<file path="src/verilog/special_cmd_defs.vh">
`ifndef SPECIAL_CMD_DEFS_VH
`define SPECIAL_CMD_DEFS_VH
// ======================================================
// frame bytes
`define FRAME_HDR 8'hFF
`define ESC_BYTE 8'hFE
`define ESC_OFFSET 8'h80
`define ACK_BYTE 8'h06
// ======================================================
// register locations
`define ADDR_REFRESH_HI 8'hC4
`define ADDR_REFRESH_LO 8'hC5
`define ADDR_IND_STATE 8'hC6
`define ADDR_SPECIAL_CMD 8'hC7
// ======================================================
// special command values and arguments
`define CMD_JOIN_CONTROL 8'h10
`define CMD_WRITE_KEY 8'h11
`define CMD_CLEAR_KEY 8'h12
`define CMD_RELOAD_KEY 8'h13
`define CMD_FACTORY_RESET 8'h20
`define FACTORY_ARG1 8'hAA
`define FACTORY_ARG2 8'hBB
`define JOIN_HALT 8'h00
`define JOIN_GENERATE 8'h01
`define JOIN_START 8'h02
`define SEL_WORKING_KEY 8'h01
`define SEL_STORED_KEY 8'h02
// ======================================================
// decoded byte counts of each frame kind
`define LEN_READ 5'h01
`define LEN_RELOAD 5'h02
`define LEN_JOIN_CLEAR 5'h03
`define LEN_FACTORY 5'h04
`define LEN_WRITE_KEY 5'h13
`define FRAME_BUF_DEPTH 20
`define KEY_FIRST_IDX 3
// ======================================================
// indicator line state byte bit positions
`define IND_EXC_BIT 0
`define IND_TX_BIT 1
`define IND_RX_BIT 2
`define IND_RF_BIT 4
`define IND_BE_BIT 5
`define IND_ACK_BIT 6
// ======================================================
// non-volatile store limits and message length
`define NV_WRITES_MIN 8
`define NV_WRITES_MAX 150
`define ENDURANCE_MIN 16'h07D0
`define MSG_LEN 5'h17
`endif

</file>
<file path="src/verilog/special_cmd_regs.v">
`timescale 1ns/1ps
`default_nettype none
`include "special_cmd_defs.vh"

// Overview of operation
// - refresh count is read-only, high byte at 0xC4, low byte at 0xC5
// - 8 to 150 stored writes per refresh; ascending address order gives most
// - indicator byte at 0xC6, read with size 0x03, two escapes, address 0x46
// - bit0 exception, bit1 transmitter active, bit2 receiver active, bit3 undefined
// - bit4 rf transfer, bit5 serial buffer empty, bit6 ack received, bit7 zero
// - command register 0xC7 is write-only, escape then 0x47, value selects operation
// - decode 0x10 join, 0x11 write, 0x12 clear, 0x13 reload, 0x20 AA BB reset
// - join subcommand 0 halts, 1 generates key and admin role, 2 starts join
// - serial-started join makes push-button input ignored until join ends
// - writes rejected during join except halt-join, which is always accepted
// - halt-join completes fully before the acknowledgement goes out
// - key-receive flag at join start selects administrator or node role
// - after successful join, stored address values copied into volatile copies
// - write key carries selector then 16 bytes; 0x01 volatile, 0x02 stored
// - volatile key lost on reset and loaded from stored key at power-up
// - an all-zero key means no key present
// - clear key, size 0x04, value 0x12 then selector, zeroes the selected key
// - reload key copies stored key into the volatile key
// - frame FF 07 FE 47 20 FE 2A FE 3B restores all stored defaults
// - after configuration reset send the framed message, then reset the module
// - push-button restore pattern also performs the factory configuration reset
// - endurance at least 2,000 refreshes; beyond that flag possible misbehaviour
module special_cmd_regs #(
   parameter NV_WRITES_PER_REFRESH = `NV_WRITES_MIN
) (
   input wire i_ref_clk,
   input wire i_arst_n,
   input wire [7:0] i_rx_data,
   input wire i_rx_valid,
   output wire o_rx_ready,
   output reg [7:0] o_tx_data,
   output reg o_tx_valid,
   input wire i_tx_ready,
   input wire i_exception_flag,
   input wire i_transmitter_active,
   input wire i_receiver_active,
   input wire i_rf_transfer_active,
   input wire i_serial_buffer_empty,
   input wire i_ack_received,
   input wire i_join_active,
   input wire i_join_done,
   input wire i_join_success,
   input wire i_key_receive_flag,
   input wire i_pb_restore,
   output wire o_push_button_enable,
   output wire o_write_inhibit,
   output reg o_join_halt,
   output reg o_join_generate,
   output reg o_join_start,
   output reg o_key_receive_clear,
   output reg o_join_admin_role,
   output reg o_nv_to_volatile_copy,
   output reg [127:0] o_working_key,
   output reg [127:0] o_stored_key,
   output reg o_working_key_present,
   output reg o_stored_key_present,
   output reg [15:0] o_refresh_count,
   output reg o_nv_refresh,
   output reg o_endurance_exceeded,
   output reg o_module_reset
);

   localparam [2:0] S_HDR = 3'h0;
   localparam [2:0] S_SIZE = 3'h1;
   localparam [2:0] S_BODY = 3'h2;
   localparam [2:0] S_EXEC = 3'h3;
   localparam [2:0] S_HALT_WAIT = 3'h4;
   localparam [2:0] S_TX = 3'h5;

   reg [1:0] rst_sync_q;
   wire rst_n;
   reg [2:0] state_q;
   reg [7:0] raw_left_q;
   reg first_q;
   reg marker_q;
   reg esc_q;
   reg ovf_q;
   reg [4:0] cnt_q;
   reg [7:0] buf_q [0:`FRAME_BUF_DEPTH-1];
   reg [7:0] resp_addr_q;
   reg [7:0] resp_val_q;
   reg [4:0] tx_len_q;
   reg [4:0] tx_idx_q;
   reg msg_mode_q;
   reg serial_join_q;
   reg key_load_q;
   reg [7:0] nv_writes_q;
   reg nv_write;
   reg [7:0] dec_byte;
   reg [7:0] waddr;
   wire rx_take;
   wire [4:0] tx_next;
   integer i;

   // ======================================================
   // message text sent after a configuration reset
   function [7:0] msg_char;
      input [4:0] idx;
      begin
         case (idx)
            5'h00: msg_char = 8'h0D;
            5'h01: msg_char = 8'h0A;
            5'h02: msg_char = 8'h43;
            5'h03: msg_char = 8'h6F;
            5'h04: msg_char = 8'h6E;
            5'h05: msg_char = 8'h66;
            5'h06: msg_char = 8'h69;
            5'h07: msg_char = 8'h67;
            5'h08: msg_char = 8'h75;
            5'h09: msg_char = 8'h72;
            5'h0A: msg_char = 8'h61;
            5'h0B: msg_char = 8'h74;
            5'h0C: msg_char = 8'h69;
            5'h0D: msg_char = 8'h6F;
            5'h0E: msg_char = 8'h6E;
            5'h0F: msg_char = 8'h20;
            5'h10: msg_char = 8'h52;
            5'h11: msg_char = 8'h65;
            5'h12: msg_char = 8'h73;
            5'h13: msg_char = 8'h65;
            5'h14: msg_char = 8'h74;
            5'h15: msg_char = 8'h0D;
            default: msg_char = 8'h0A;
         endcase
      end
   endfunction

   // byte to send at a position of the current answer
   function [7:0] tx_byte;
      input [4:0] idx;
      input msg;
      input [7:0] addr;
      input [7:0] val;
      begin
         if (msg) begin
            tx_byte = msg_char(idx);
         end else if (idx == 5'h00) begin
            tx_byte = `ACK_BYTE;
         end else if (idx == 5'h01) begin
            tx_byte = addr;
         end else begin
            tx_byte = val;
         end
      end
   endfunction

   // ======================================================
   // reset release: asynchronous assert, two-flop release
   always @(posedge i_ref_clk or negedge i_arst_n) begin
      if (!i_arst_n) begin
         rst_sync_q <= 2'b00;
      end else begin
         rst_sync_q <= {rst_sync_q[0], 1'b1};
      end
   end
   assign rst_n = rst_sync_q[1];

   assign rx_take = i_rx_valid && o_rx_ready;
   assign o_rx_ready = (state_q == S_HDR) || (state_q == S_SIZE) || (state_q == S_BODY);
   assign o_push_button_enable = !serial_join_q;
   assign o_write_inhibit = i_join_active;
   assign tx_next = tx_idx_q + 5'h01;

   // incoming byte after escape removal; an escape marks the next byte as +0x80
   always @* begin
      dec_byte = esc_q ? (i_rx_data + `ESC_OFFSET) : i_rx_data;
      waddr = marker_q ? (buf_q[0] | `ESC_OFFSET) : buf_q[0];
   end

   // ======================================================
   // frame parser, command executor and answer sender
   always @(posedge i_ref_clk or negedge rst_n) begin
      if (!rst_n) begin
         state_q <= S_HDR;
         raw_left_q <= 8'h00;
         first_q <= 1'b0;
         marker_q <= 1'b0;
         esc_q <= 1'b0;
         ovf_q <= 1'b0;
         cnt_q <= 5'h00;
         for (i = 0; i < `FRAME_BUF_DEPTH; i = i + 1) begin
            buf_q[i] <= 8'h00;
         end
         resp_addr_q <= 8'h00;
         resp_val_q <= 8'h00;
         tx_len_q <= 5'h00;
         tx_idx_q <= 5'h00;
         msg_mode_q <= 1'b0;
         serial_join_q <= 1'b0;
         key_load_q <= 1'b1;
         o_tx_data <= 8'h00;
         o_tx_valid <= 1'b0;
         o_join_halt <= 1'b0;
         o_join_generate <= 1'b0;
         o_join_start <= 1'b0;
         o_key_receive_clear <= 1'b0;
         o_join_admin_role <= 1'b0;
         o_nv_to_volatile_copy <= 1'b0;
         o_working_key <= 128'h0;
         o_stored_key <= 128'h0;
         o_module_reset <= 1'b0;
         nv_write <= 1'b0;
      end else begin
         o_join_halt <= 1'b0;
         o_join_generate <= 1'b0;
         o_join_start <= 1'b0;
         o_key_receive_clear <= 1'b0;
         o_nv_to_volatile_copy <= 1'b0;
         o_module_reset <= 1'b0;
         nv_write <= 1'b0;
         // power-up or module reset loads the volatile key from the stored one
         if (key_load_q) begin
            o_working_key <= o_stored_key;
            key_load_q <= 1'b0;
         end
         if (i_join_done) begin
            serial_join_q <= 1'b0;
            o_nv_to_volatile_copy <= i_join_success;
         end
         case (state_q)
            S_HDR: begin
               if (rx_take && (i_rx_data == `FRAME_HDR)) begin
                  state_q <= S_SIZE;
               end else if (i_pb_restore && !serial_join_q) begin
                  o_stored_key <= 128'h0;
                  o_working_key <= 128'h0;
                  nv_write <= 1'b1;
                  msg_mode_q <= 1'b1;
                  tx_len_q <= `MSG_LEN;
                  tx_idx_q <= 5'h00;
                  o_tx_data <= msg_char(5'h00);
                  o_tx_valid <= 1'b1;
                  state_q <= S_TX;
               end
            end
            S_SIZE: begin
               if (rx_take) begin
                  raw_left_q <= i_rx_data;
                  first_q <= 1'b1;
                  marker_q <= 1'b0;
                  esc_q <= 1'b0;
                  ovf_q <= 1'b0;
                  cnt_q <= 5'h00;
                  if (i_rx_data == 8'h00 || i_rx_data == `FRAME_HDR) begin
                     state_q <= S_HDR;
                  end else begin
                     state_q <= S_BODY;
                  end
               end
            end
            S_BODY: begin
               if (rx_take) begin
                  raw_left_q <= raw_left_q - 8'h01;
                  first_q <= 1'b0;
                  if (i_rx_data == `FRAME_HDR) begin
                     // a raw header can only start a new frame: resynchronise
                     state_q <= S_SIZE;
                  end else begin
                     if (first_q && i_rx_data == `ESC_BYTE) begin
                        marker_q <= 1'b1;
                     end else if (!esc_q && i_rx_data == `ESC_BYTE) begin
                        esc_q <= 1'b1;
                     end else begin
                        esc_q <= 1'b0;
                        if (cnt_q < `FRAME_BUF_DEPTH) begin
                           buf_q[cnt_q] <= dec_byte;
                           cnt_q <= cnt_q + 5'h01;
                        end else begin
                           ovf_q <= 1'b1;
                        end
                     end
                     if (raw_left_q == 8'h01) begin
                        state_q <= S_EXEC;
                     end
                  end
               end
            end
            S_EXEC: begin
               state_q <= S_HDR;
               msg_mode_q <= 1'b0;
               tx_idx_q <= 5'h00;
               o_tx_data <= `ACK_BYTE;
               if (ovf_q || esc_q || cnt_q == 5'h00) begin
                  state_q <= S_HDR;
               end else if (marker_q && cnt_q == `LEN_READ) begin
                  // read: only the three readable locations of this block answer
                  resp_addr_q <= buf_q[0];
                  tx_len_q <= 5'h03;
                  if (buf_q[0] == `ADDR_REFRESH_HI) begin
                     resp_val_q <= o_refresh_count[15:8];
                     o_tx_valid <= 1'b1;
                     state_q <= S_TX;
                  end else if (buf_q[0] == `ADDR_REFRESH_LO) begin
                     resp_val_q <= o_refresh_count[7:0];
                     o_tx_valid <= 1'b1;
                     state_q <= S_TX;
                  end else if (buf_q[0] == `ADDR_IND_STATE) begin
                     // undefined bit 3 reads as zero
                     resp_val_q <= {1'b0, i_ack_received, i_serial_buffer_empty,
                        i_rf_transfer_active, 1'b0, i_receiver_active,
                        i_transmitter_active, i_exception_flag};
                     o_tx_valid <= 1'b1;
                     state_q <= S_TX;
                  end
               end else if (waddr == `ADDR_SPECIAL_CMD && cnt_q >= `LEN_RELOAD) begin
                  tx_len_q <= 5'h01;
                  if (i_join_active && !(buf_q[1] == `CMD_JOIN_CONTROL &&
                        cnt_q == `LEN_JOIN_CLEAR && buf_q[2] == `JOIN_HALT)) begin
                     state_q <= S_HDR;
                  end else begin
                     case (buf_q[1])
                        `CMD_JOIN_CONTROL: begin
                           if (cnt_q == `LEN_JOIN_CLEAR && buf_q[2] == `JOIN_HALT) begin
                              o_join_halt <= 1'b1;
                              state_q <= S_HALT_WAIT;
                           end else if (cnt_q == `LEN_JOIN_CLEAR &&
                                 buf_q[2] == `JOIN_GENERATE) begin
                              o_join_generate <= 1'b1;
                              o_key_receive_clear <= 1'b1;
                              o_join_admin_role <= 1'b1;
                              o_tx_valid <= 1'b1;
                              state_q <= S_TX;
                           end else if (cnt_q == `LEN_JOIN_CLEAR &&
                                 buf_q[2] == `JOIN_START) begin
                              o_join_start <= 1'b1;
                              serial_join_q <= 1'b1;
                              o_join_admin_role <= !i_key_receive_flag;
                              o_tx_valid <= 1'b1;
                              state_q <= S_TX;
                           end
                        end
                        `CMD_WRITE_KEY: begin
                           if (cnt_q == `LEN_WRITE_KEY && (buf_q[2] == `SEL_WORKING_KEY ||
                                 buf_q[2] == `SEL_STORED_KEY)) begin
                              // first key byte lands in the top byte of the key
                              for (i = 0; i < 16; i = i + 1) begin
                                 if (buf_q[2] == `SEL_WORKING_KEY) begin
                                    o_working_key[127-8*i -: 8] <= buf_q[`KEY_FIRST_IDX+i];
                                 end else begin
                                    o_stored_key[127-8*i -: 8] <= buf_q[`KEY_FIRST_IDX+i];
                                 end
                              end
                              nv_write <= (buf_q[2] == `SEL_STORED_KEY);
                              o_tx_valid <= 1'b1;
                              state_q <= S_TX;
                           end
                        end
                        `CMD_CLEAR_KEY: begin
                           if (cnt_q == `LEN_JOIN_CLEAR && buf_q[2] == `SEL_WORKING_KEY) begin
                              o_working_key <= 128'h0;
                              o_tx_valid <= 1'b1;
                              state_q <= S_TX;
                           end else if (cnt_q == `LEN_JOIN_CLEAR &&
                                 buf_q[2] == `SEL_STORED_KEY) begin
                              o_stored_key <= 128'h0;
                              nv_write <= 1'b1;
                              o_tx_valid <= 1'b1;
                              state_q <= S_TX;
                           end
                        end
                        `CMD_RELOAD_KEY: begin
                           if (cnt_q == `LEN_RELOAD) begin
                              o_working_key <= o_stored_key;
                              o_tx_valid <= 1'b1;
                              state_q <= S_TX;
                           end
                        end
                        `CMD_FACTORY_RESET: begin
                           if (cnt_q == `LEN_FACTORY && buf_q[2] == `FACTORY_ARG1 &&
                                 buf_q[3] == `FACTORY_ARG2) begin
                              o_stored_key <= 128'h0;
                              o_working_key <= 128'h0;
                              nv_write <= 1'b1;
                              msg_mode_q <= 1'b1;
                              tx_len_q <= `MSG_LEN;
                              o_tx_data <= msg_char(5'h00);
                              o_tx_valid <= 1'b1;
                              state_q <= S_TX;
                           end
                        end
                        default: begin
                           state_q <= S_HDR;
                        end
                     endcase
                  end
               end
            end
            S_HALT_WAIT: begin
               // the acknowledgement waits until the join has really stopped
               if (!i_join_active) begin
                  o_tx_valid <= 1'b1;
                  state_q <= S_TX;
               end
            end
            S_TX: begin
               if (o_tx_valid && i_tx_ready) begin
                  tx_idx_q <= tx_next;
                  if (tx_next == tx_len_q) begin
                     o_tx_valid <= 1'b0;
                     state_q <= S_HDR;
                     if (msg_mode_q) begin
                        o_module_reset <= 1'b1;
                        serial_join_q <= 1'b0;
                        key_load_q <= 1'b1;
                     end
                  end else begin
                     o_tx_data <= tx_byte(tx_next, msg_mode_q, resp_addr_q, resp_val_q);
                  end
               end
            end
            default: begin
               state_q <= S_HDR;
            end
         endcase
      end
   end

   // ======================================================
   // lifetime refresh counter: write order within a refresh window is not
   // modelled, so the fixed per-refresh budget is the pessimistic figure
   always @(posedge i_ref_clk or negedge rst_n) begin
      if (!rst_n) begin
         nv_writes_q <= 8'h00;
         o_refresh_count <= 16'h0000;
         o_nv_refresh <= 1'b0;
         o_endurance_exceeded <= 1'b0;
         o_working_key_present <= 1'b0;
         o_stored_key_present <= 1'b0;
      end else begin
         o_nv_refresh <= 1'b0;
         if (nv_write) begin
            if (nv_writes_q == NV_WRITES_PER_REFRESH[7:0] - 8'h01) begin
               nv_writes_q <= 8'h00;
               o_nv_refresh <= 1'b1;
               if (o_refresh_count != 16'hFFFF) begin
                  o_refresh_count <= o_refresh_count + 16'h0001;
               end
            end else begin
               nv_writes_q <= nv_writes_q + 8'h01;
            end
         end
         o_endurance_exceeded <= (o_refresh_count >= `ENDURANCE_MIN);
         o_working_key_present <= |o_working_key;
         o_stored_key_present <= |o_stored_key;
      end
   end

endmodule
`default_nettype wire

</file>
<file path="config.mk">
export PLATFORM = sky130hd
export DESIGN_NAME = special_cmd_regs
export DESIGN_NICKNAME = d
export VERILOG_FILES = /design/src/verilog/special_cmd_regs.v
export VERILOG_INCLUDE_DIRS = /design/src /design/src/verilog
export SDC_FILE = /design/constraint.sdc
export NUM_CORES = 1
export LEC_CHECK = 0
export ABC_AREA = 1
export ABC_CLOCK_PERIOD_IN_PS = 18900
export CAP_MARGIN = 0
export CELL_PAD_IN_SITES_DETAIL_PLACEMENT = 1
export CELL_PAD_IN_SITES_GLOBAL_PLACEMENT = 1
export CORE_ASPECT_RATIO = 0.75
export CORE_UTILIZATION = 47
export CTS_CLUSTER_SIZE = 30
export DETAILED_ROUTE_END_ITERATION = 10
export DONT_BUFFER_PORTS = 1
export GPL_TIMING_DRIVEN = 0
export HOLD_SLACK_MARGIN = 0.08
export PLACE_DENSITY = 0.87
export SLEW_MARGIN = 20
export SYNTH_ARGS = -nofsm -noshare
export SYNTH_HDL_FRONTEND = slang
export SYNTH_SLANG_ARGS = --single-unit
</file>
<file path="constraint.sdc">
create_clock -name i_ref_clk -period 18.9 [get_ports i_ref_clk]
set_clock_uncertainty 0.1 [all_clocks]
set_input_delay 2.835 -clock i_ref_clk [delete_from_list [all_inputs] [get_ports i_ref_clk]]
set_output_delay 2.835 -clock i_ref_clk [all_outputs]
set_load 0.01 [all_outputs]
</file>
# After elaboration in Yosys (flattened, before gate mapping)
# Memory sizes are Yosys's and may differ from the RTL's.
# Index checks and enable logic that the tools add are counted.
dict set report classes {
  add_sub_neg 6
  n_lt_le_gt_ge 5
  n_eq_ne 64
  n_mux 228
  bitwise 8
  reduce_logical 58
}
# cell count
set op_table {}
lappend op_table {{$mux 128} 21}
lappend op_table {{$pmux 128 s2} 2}
lappend op_table {{$pmux 128 s4} 1}
lappend op_table {{$mux 8} 48}
lappend op_table {{$pmux 128 s3} 1}
lappend op_table {{$reduce_or 128->1} 2}
lappend op_table {{$bwmux 160} 1}
lappend op_table {{$mux 1} 90}
lappend op_table {{$mux 5} 17}
lappend op_table {{$mux 3} 22}
lappend op_table {{$eq 8x8->1 const B} 8}
lappend op_table {{$demux 8 s5} 1}
lappend op_table {{$eq 8x5->1 const B} 4}
lappend op_table {{$ne 2x2->1 const B} 15}
lappend op_table {{$mux 4} 6}
lappend op_table {{$pmux 8 s3} 1}
lappend op_table {{$ne 3x3->1 const B} 7}
lappend op_table {{$reduce_and 7->1} 3}
lappend op_table {{$ne 4x4->1 const B} 5}
lappend op_table {{$pmux 5 s2} 2}
lappend op_table {{$reduce_and 5->1} 4}
lappend op_table {{$logic_and 1x1->1} 18}
lappend op_table {{$pmux 3 s6} 1}
lappend op_table {{$add 16x1->16 const B} 1}
lappend op_table {{50 further kinds} 88}
dict set report word_totals {
  ff_bits 511
  mem_bits_ro 224
  input_bits 23
  output_inout_bits 295
  elab_cells 422
  mem_count 1
}
# memory depth word_bits rd rd_ports_with_merged_regs write_ports line_no
set mem_list {}
lappend mem_list {{(name not given)} 32 7 1 0 0 special_cmd_regs.v:105} ;# case (idx)

# Longest topological paths before layout
# Gate-level depths: netlist of the first run.
dict set report logic_depth {
  depth_word 11
  ltp_mapped 17
  ltp_nobuf 15
}

# Least setup slack after synthesis of the first run
# No wires, ideal clock.
dict set report synth_path {
  kind {in2out}
  startpoint {input i_join_active}
  endpoint {output o_write_inhibit}
  t_arrival_ns 2.954
  t_required_ns 15.965
  setup_slack_ns 13.011
  cell_stages 1
  n_path_buf 1
  cell_sequence {buf_4}
}
# element line_no
set synth_lines {}
lappend synth_lines {{start, declared} special_cmd_regs.v:45} ;# input wire i_join_active,
lappend synth_lines {{end, declared} special_cmd_regs.v:51} ;# output wire o_write_inhibit,
# No word-level cell between the ends.

# Final worst setup path of the first run
dict set report layout_path {
  startpoint {input i_join_active}
  endpoint {output o_write_inhibit}
}
# No word-level cell between the ends.

==> qor.yml, run 1 <==
status:
  status: "finished clean"
logic_synthesis:
  avgSynthCellArea_um2: 7.181
  synth_top_area_share_pct: 44.59
  synth_nets: 3947
  yosys-top-cells-count: "1185 x nand2_1, 500 x dfrtp_1, 494 x o21ai_0"
  async_flop_share_pct: 100.0
  synth_edf_count: 0
  synth_area_leaders: "dfrtp_1 45%, nand2_1 16%, o21ai_0 8.8%"
  yosysSeqAreaShare_pct: 44.68
  synth_flop_cell: "dfrtp_1"
  synth_warnings: 0
  ys_seq_elements: 501
  synth_cells: 3908
  synth_top_cell_by_area: "dfrtp_1"
  synth_cell_types: 44
  yosysMostFrequentCell: "nand2_1"
  synth.cell_area_um2: 28060
route:
  avgViaCountPerCell: 6.050
  drtPass1Iterations: 7
  vias: 29090
  drt_iter0_drc: 3079
  totalWireLength_um: 116900
  wire_per_inst_um: 24.32
  ant_nets: 0
  drc: 0
layout:
  layout.nets: 4014
  final_util_pct: 52.91
  diodes: 0
  seq_area_um2: 12540
  drive_above_1_share_pct: 4.729
  final_area_um2: 31190
  syn_to_final_growth_pct: 11.16
  multiInputGateArea_um2: 12980
  nFillCells: 7626
floorplan:
  io_pins: 318
  die_w_um: 284.2
  fp.dieArea_um2: 60700
  core_um2: 58960
  start_util_pct: 47.59
  num_rows: 77
  die-height_um: 213.6
clocking:
  cts_root_buf: "clkbuf_16"
  clkLatencyLatePin_ns: 0.62
  postCtsHoldBufs: 0
  cts_tree: "done"
  clock-sinks: 501
  clockBufferDepth: 3
  h-tree-depth: 2
  cts.repair.resized: 0
  clk_pin_slew_ns: 0.06
  cts_made_buffers: 54
  cts_setup_buffers: 0
timing:
  maxSlewViolCount: 0
  setup_viol: 0
  final.period_utilization_pct: 31.17
  hold_violations: 0
  period_minus_slack_ns: 5.891
  max_freq_mhz: 169.8
  whs_ns: 0.1107
  slew_headroom_pct: 20.33
  worst_slack_ns: 13.01
  rsz0062_at_grt: "no"
  worst_pin_slew_ns: 1.195
global_route:
  grt_max_degree: 56
  grt_pass1_vias: 28970
  overflow: 0
  grt_pass1_wl_um: 175700
  grt_usage_pct: 37.67
  antenna_found_initial: 4
worst_setup_path:
  r2r-start: "key_load_q"
  cp_cell_sequence: "buf_4"
  worst-path-buf-inv: 1
  critPathSlowestCell: "buf_4"
  crit_family: "buffers and inverters"
  slowest_delay_ns: 0.12
  start_kind: "input pin"
  crit_path_max_fanout: 4
  required_ns: 15.97
  cp-end-kind: "primary output"
  critPathArrivalTime_ns: 2.96
  critPathKind: "input pin to primary output"
  worstSetupStartpoint: "i_join_active"
pwr:
  p_leak_nw: 16.26
  seqPwrFrac_pct: 37.5
  combPwrFrac_pct: 27.5
  power.internal_mw: 2.035
  ir_drop_v: 0.00007111
  power_frac_clock_pct: 35.0
  powerDensity_nw_per_um2: 105.4
  power_switching_mw: 1.251
  p_sw_share_pct: 38.07
place:
  port-buffer-count: 0
  gp_congestion: 0.9524
  dp_slack_ns: 13.01
  placed_area_um2: 29330
  dpl.hpwl_um: 83780
run:
  cap_violations: 0
hold_path:
  min_path_type: "flip-flop to async pin"
-- worst reg2reg max path, delay by kind of cell, from the launching register on --
family	cells	cell delay, ns
simple gates	5	0.45
flops	1	0.64
buf+inv	3	1.97
compound gates	4	0.62
-- layout by cell type, fill, tap and decap left out, drive strengths merged, types with 3 or more instances in the layout --
master  netlist  routed
nand3       263     263
buf          75      86
inv         398     400
o211ai        3       3
xnor2         3       3
nand4        46      46
clkbuf      165     243
o22ai        64      64
ha           16      16
nor2        259     259
bufinv        0       6
nor4         54      54
o31ai         4       4
nor3         27      27
clkinv        2      14
nand3b      127     127
nand2      1192    1192
xor2         25      25
dfrtp       500     500
o21ai       495     495
a21oi       167     167
o221ai        7       7
-- registers in the layout, summed over array words and instances (netlist names), 2 cells and up --
name,flops
buf_q,152
cnt_q,5
nv_writes_q,8
o_refresh_count,16
o_stored_key,128
o_tx_data,8
o_working_key,128
raw_left_q,8
resp_addr_q,8
resp_val_q,8
rst_sync_q,2
state_q,3
tx_idx_q,5
tx_len_q,3
-- metal layers --
layer	global-route usage (%)	vias up	share of wire (%)
met5	0	-	0.011
met4	15.54	2	4.4
met3	11.11	304	11
met2	57.33	1337	44
met1	50.36	14580	41
li1	-	12870	-
-- through the flow --
step	total power, mW	setup TNS, ns	cells
after floorplan	1.768	0	3908
after global placement	2.071	-1238.95	4698
after detailed placement	2.112	0	4709
after CTS	3.260	0	4808
after global routing	3.404	0	4808
final	3.287	0	4808
-- path summary, 6_finish.rpt --
check | slack (ns) | endpoint | cells past startpoint
worst max-delay path | 13.01 | o_write_inhibit | 1
worst min-delay path | 0.11 | o_tx_data[6] | 0
worst max register to register | 15.00 | o_working_key[86] | 12
worst min register to register | 0.11 | o_tx_data[6] | 0
max in group asynchronous | 16.81 | rst_sync_q[1] | 0
min in group i_ref_clk | 0.25 | rst_sync_q[1] | 0
-- layout make-up --
class                   count  share of cell area [%]
clock inverters            21                  0.8624
plain buffers             240                   3.365
inverters                 400                   4.813
repair buffers             11                  0.8744
flip-flops and latches    501                   40.21
well taps                 790                   3.169
clock buffers              78                   5.106
multi-input cells        2767                   41.60
-- power groups by stage --
| stage | sequential, mW | clock (mW) | combinational, mW |
|---|---|---|---|
| 6_report | 1.23 | 1.15 | 0.905 |
| 5_1_grt | 1.24 | 1.19 | 0.975 |
| 4_1_cts | 1.23 | 1.15 | 0.877 |
| 3_5_place_dp | 1.25 | 0 | 0.865 |
| 3_3_place_gp | 1.27 | 0 | 0.804 |
| 2_1_floorplan | 1.23 | 0 | 0.535 |
-- cell families after synthesis --
group                      synth area share (%)
other                                   0.01336
xor gates and xnor gates                 0.8739
DFF                                       44.68
and+or+nand+nor                           30.74
adders and majority gates                0.7134
buffers and inverters                     9.082
muxes                                   0.08025
AOI/OAI and AO/OA                         13.82
Note: power is estimated with default switching activity, not from simulation.
==> inputs of run 2 (changes only) <==
--- a/config.mk
+++ b/config.mk
@@ -7,18 +7,18 @@
 export NUM_CORES = 1
 export LEC_CHECK = 0
 export ABC_AREA = 1
-export ABC_CLOCK_PERIOD_IN_PS = 18900
+export ABC_CLOCK_PERIOD_IN_PS = 4900
 export CAP_MARGIN = 0
 export CELL_PAD_IN_SITES_DETAIL_PLACEMENT = 1
 export CELL_PAD_IN_SITES_GLOBAL_PLACEMENT = 1
 export CORE_ASPECT_RATIO = 0.75
-export CORE_UTILIZATION = 47
+export CORE_UTILIZATION = 42
 export CTS_CLUSTER_SIZE = 30
 export DETAILED_ROUTE_END_ITERATION = 10
 export DONT_BUFFER_PORTS = 1
 export GPL_TIMING_DRIVEN = 0
 export HOLD_SLACK_MARGIN = 0.08
-export PLACE_DENSITY = 0.87
+export PLACE_DENSITY = 0.82
 export SLEW_MARGIN = 20
 export SYNTH_ARGS = -nofsm -noshare
 export SYNTH_HDL_FRONTEND = slang
==> constraint.sdc (replaced) <==
create_clock -name i_ref_clk -period 4.9 [get_ports i_ref_clk]
set_clock_uncertainty 0.1 [all_clocks]
set_input_delay 0.735 -clock i_ref_clk [delete_from_list [all_inputs] [get_ports i_ref_clk]]
set_output_delay 0.735 -clock i_ref_clk [all_outputs]
set_load 0.01 [all_outputs]
==> run 2 against run 1 <==
Compared with the run above:
- power rose to 3.9 times the previous value
- combinational power grew to 3.8 times the previous value
- core utilization fell by 5.0 points
- count of clock-buffer cells in the layout stayed put
- setup slack worse by 12 ns
- first-iteration DRC count shrank 8.5%
- final area up 0.75%
- final cell count is 1.8% higher
- largest cell class unchanged
==> qor.yml, run 2 (same netlist as run 1, synthesis figures left out) <==
hold_path:
  holdPathEnd: "o_nv_to_volatile_copy"
  min_path_type: "input pin to flip-flop"
  hold_depth: 2
  hp-start: "i_join_done"
layout:
  drive_above_1_share_pct: 4.898
  syn_to_final_growth_pct: 12.00
  nFillCells: 8409
  finalNonFillerCells: 4894
  regMostFlops: "buf_q"
  final_common_cell: "nand2_1"
  final_util_pct: 47.86
  final_cell_mix: "1185 x nand2_1, 499 x dfrtp_1, 494 x o21ai_0, 392 x inv_1, 259 x nand3_1"
  top_regs: "buf_q (152), o_stored_key (128), o_working_key (128)"
  layout.nets: 4015
  largest_reg_flops: 152
global_route:
  antenna_found_initial: 9
  grt_max_degree: 57
  grt_pass1_vias: 28700
  grt_pass1_wl_um: 177800
  overflow: 0
  grt_usage_pct: 34.26
worst_setup_path:
  r2r-end: "o_working_key[38]"
  r2r_setup_slack_ns: 1.10
  cp-end-kind: "flip-flop"
  start_kind: "flip-flop"
  critPathKind: "flip-flop to flip-flop"
  critPathArrivalTime_ns: 4.23
  rr_worst_depth: 12
  r2r-start: "key_load_q"
  crit_path_max_fanout: 10
  required_ns: 5.33
route:
  drc: 0
  drtPass1Iterations: 6
  wire_per_inst_um: 24.07
  vias: 28870
  drt_iter0_drc: 2818
  avgViaCountPerCell: 5.898
  totalWireLength_um: 117800
  ant_nets: 0
place:
  port-buffer-count: 0
  dpl.hpwl_um: 85270
  gp_congestion: 0.9090
  placed_cells: 4790
status:
  status: "finished clean"
timing:
  maxSlewViolCount: 0
  period_minus_slack_ns: 3.797
  max_freq_mhz: 263.3
  slew_headroom_pct: 17.93
  hold_violations: 0
  final.period_utilization_pct: 77.50
  worst_pin_slew_ns: 1.231
  rsz0062_at_grt: "no"
  setup_viol: 0
floorplan:
  io_pins: 318
  fp.dieArea_um2: 67860
  num_rows: 81
  die_w_um: 300.5
  core_um2: 65670
  start_util_pct: 42.73
  die-height_um: 225.9
clocking:
  clock-sinks: 501
  cts_setup_buffers: 0
  clockBufferDepth: 3
  cts_tree: "done"
  cts_made_buffers: 54
  clkLatencyLatePin_ns: 0.64
  h-tree-depth: 2
  clk_pin_slew_ns: 0.06
  cts_root_buf: "clkbuf_16"
run:
  cap_violations: 0
pwr:
  powerDensity_nw_per_um2: 409.1
  report.power.total_mw: 12.86
  p_leak_nw: 16.31
  ir_drop_v: 0.0002526
## run 2: timing repair
| action | in CTS | in global routing |
|---|---|---|
| hold endpoints to repair | 2 | 0 |
| gates resized for setup | 0 | 0 |
| hold buffers | 1 | 0 |
## run 2: cell type report
class / count / area [µm²] / share of cell area, %
antenna: 1 / 2.502 / 0.007962
clock inverter: 24 / 355.3 / 1.131
sequential: 501 / 12540 / 39.91
multi-input combinational: 2767 / 12980 / 41.29
buffer: 240 / 1050 / 3.340
clock buffer: 78 / 1633 / 5.195
inverter: 400 / 1501 / 4.777
tap: 871 / 1090 / 3.468
timing repair buffer: 12 / 277.8 / 0.8838
## run 2: where the power goes
group	internal, mW	switching (mW)
combinational	0.870	2.57
sequential	4.41	0.345
clock	2.74	1.92
total	8.02	4.84
## run 2: worst max path at each step
stage                   endpoint     startpoint  cells after the start  slack (ns)
6_report       o_working_key[38]     key_load_q                     12        1.10
5_1_grt        o_working_key[29]     key_load_q                     12        0.97
4_1_cts        o_working_key[44]     key_load_q                     12        1.27
3_5_place_dp   o_working_key[91]       cnt_q[1]                     11        1.20
3_3_place_gp   o_working_key[33]  rst_sync_q[1]                      0       -2.32
2_1_floorplan         buf_q[100]  rst_sync_q[1]                      0       -0.08
## run 2: through the flow
stage / TNS (ns) / area (µm²) / hold WS (ns) / setup slack, ns
finish: 0 / 31430 / 0.1089 / 1.103
CTS: 0 / 31430 / 0.08423 / 1.272
floorplan: -41.53 / 28070 / 0.2312 / -0.08339
detailed placement: 0 / 29430 / 0.2388 / 1.202
global placement: -1104.54 / 29160 / 0.2373 / -2.323
global route: 0 / 31430 / 0.1151 / 0.9742
## run 2: critical path, cell delays in order, from the launching register on
cell and delay (ns):
dfstp_2 0.63, buf_2 0.50, clkbuf_1 0.81, clkbuf_1 0.67, nand2_1 0.16, o21ai_0 0.15, nand2_1 0.08, o21ai_0 0.10
nor2_1 0.07, a21oi_1 0.13, nor2_1 0.06, a21oi_1 0.15, nand2_1 0.07
## run 2: metal layers
metal,up-vias,wire length (µm),share of wire [%],track usage (%)
met3,244,12520,11,9.149
met5,-,49,0.042,0
met4,8,4388,3.7,12.56
li1,12870,-,-,-
met2,1309,50100,43,50.50
met1,14440,50760,43,47.97
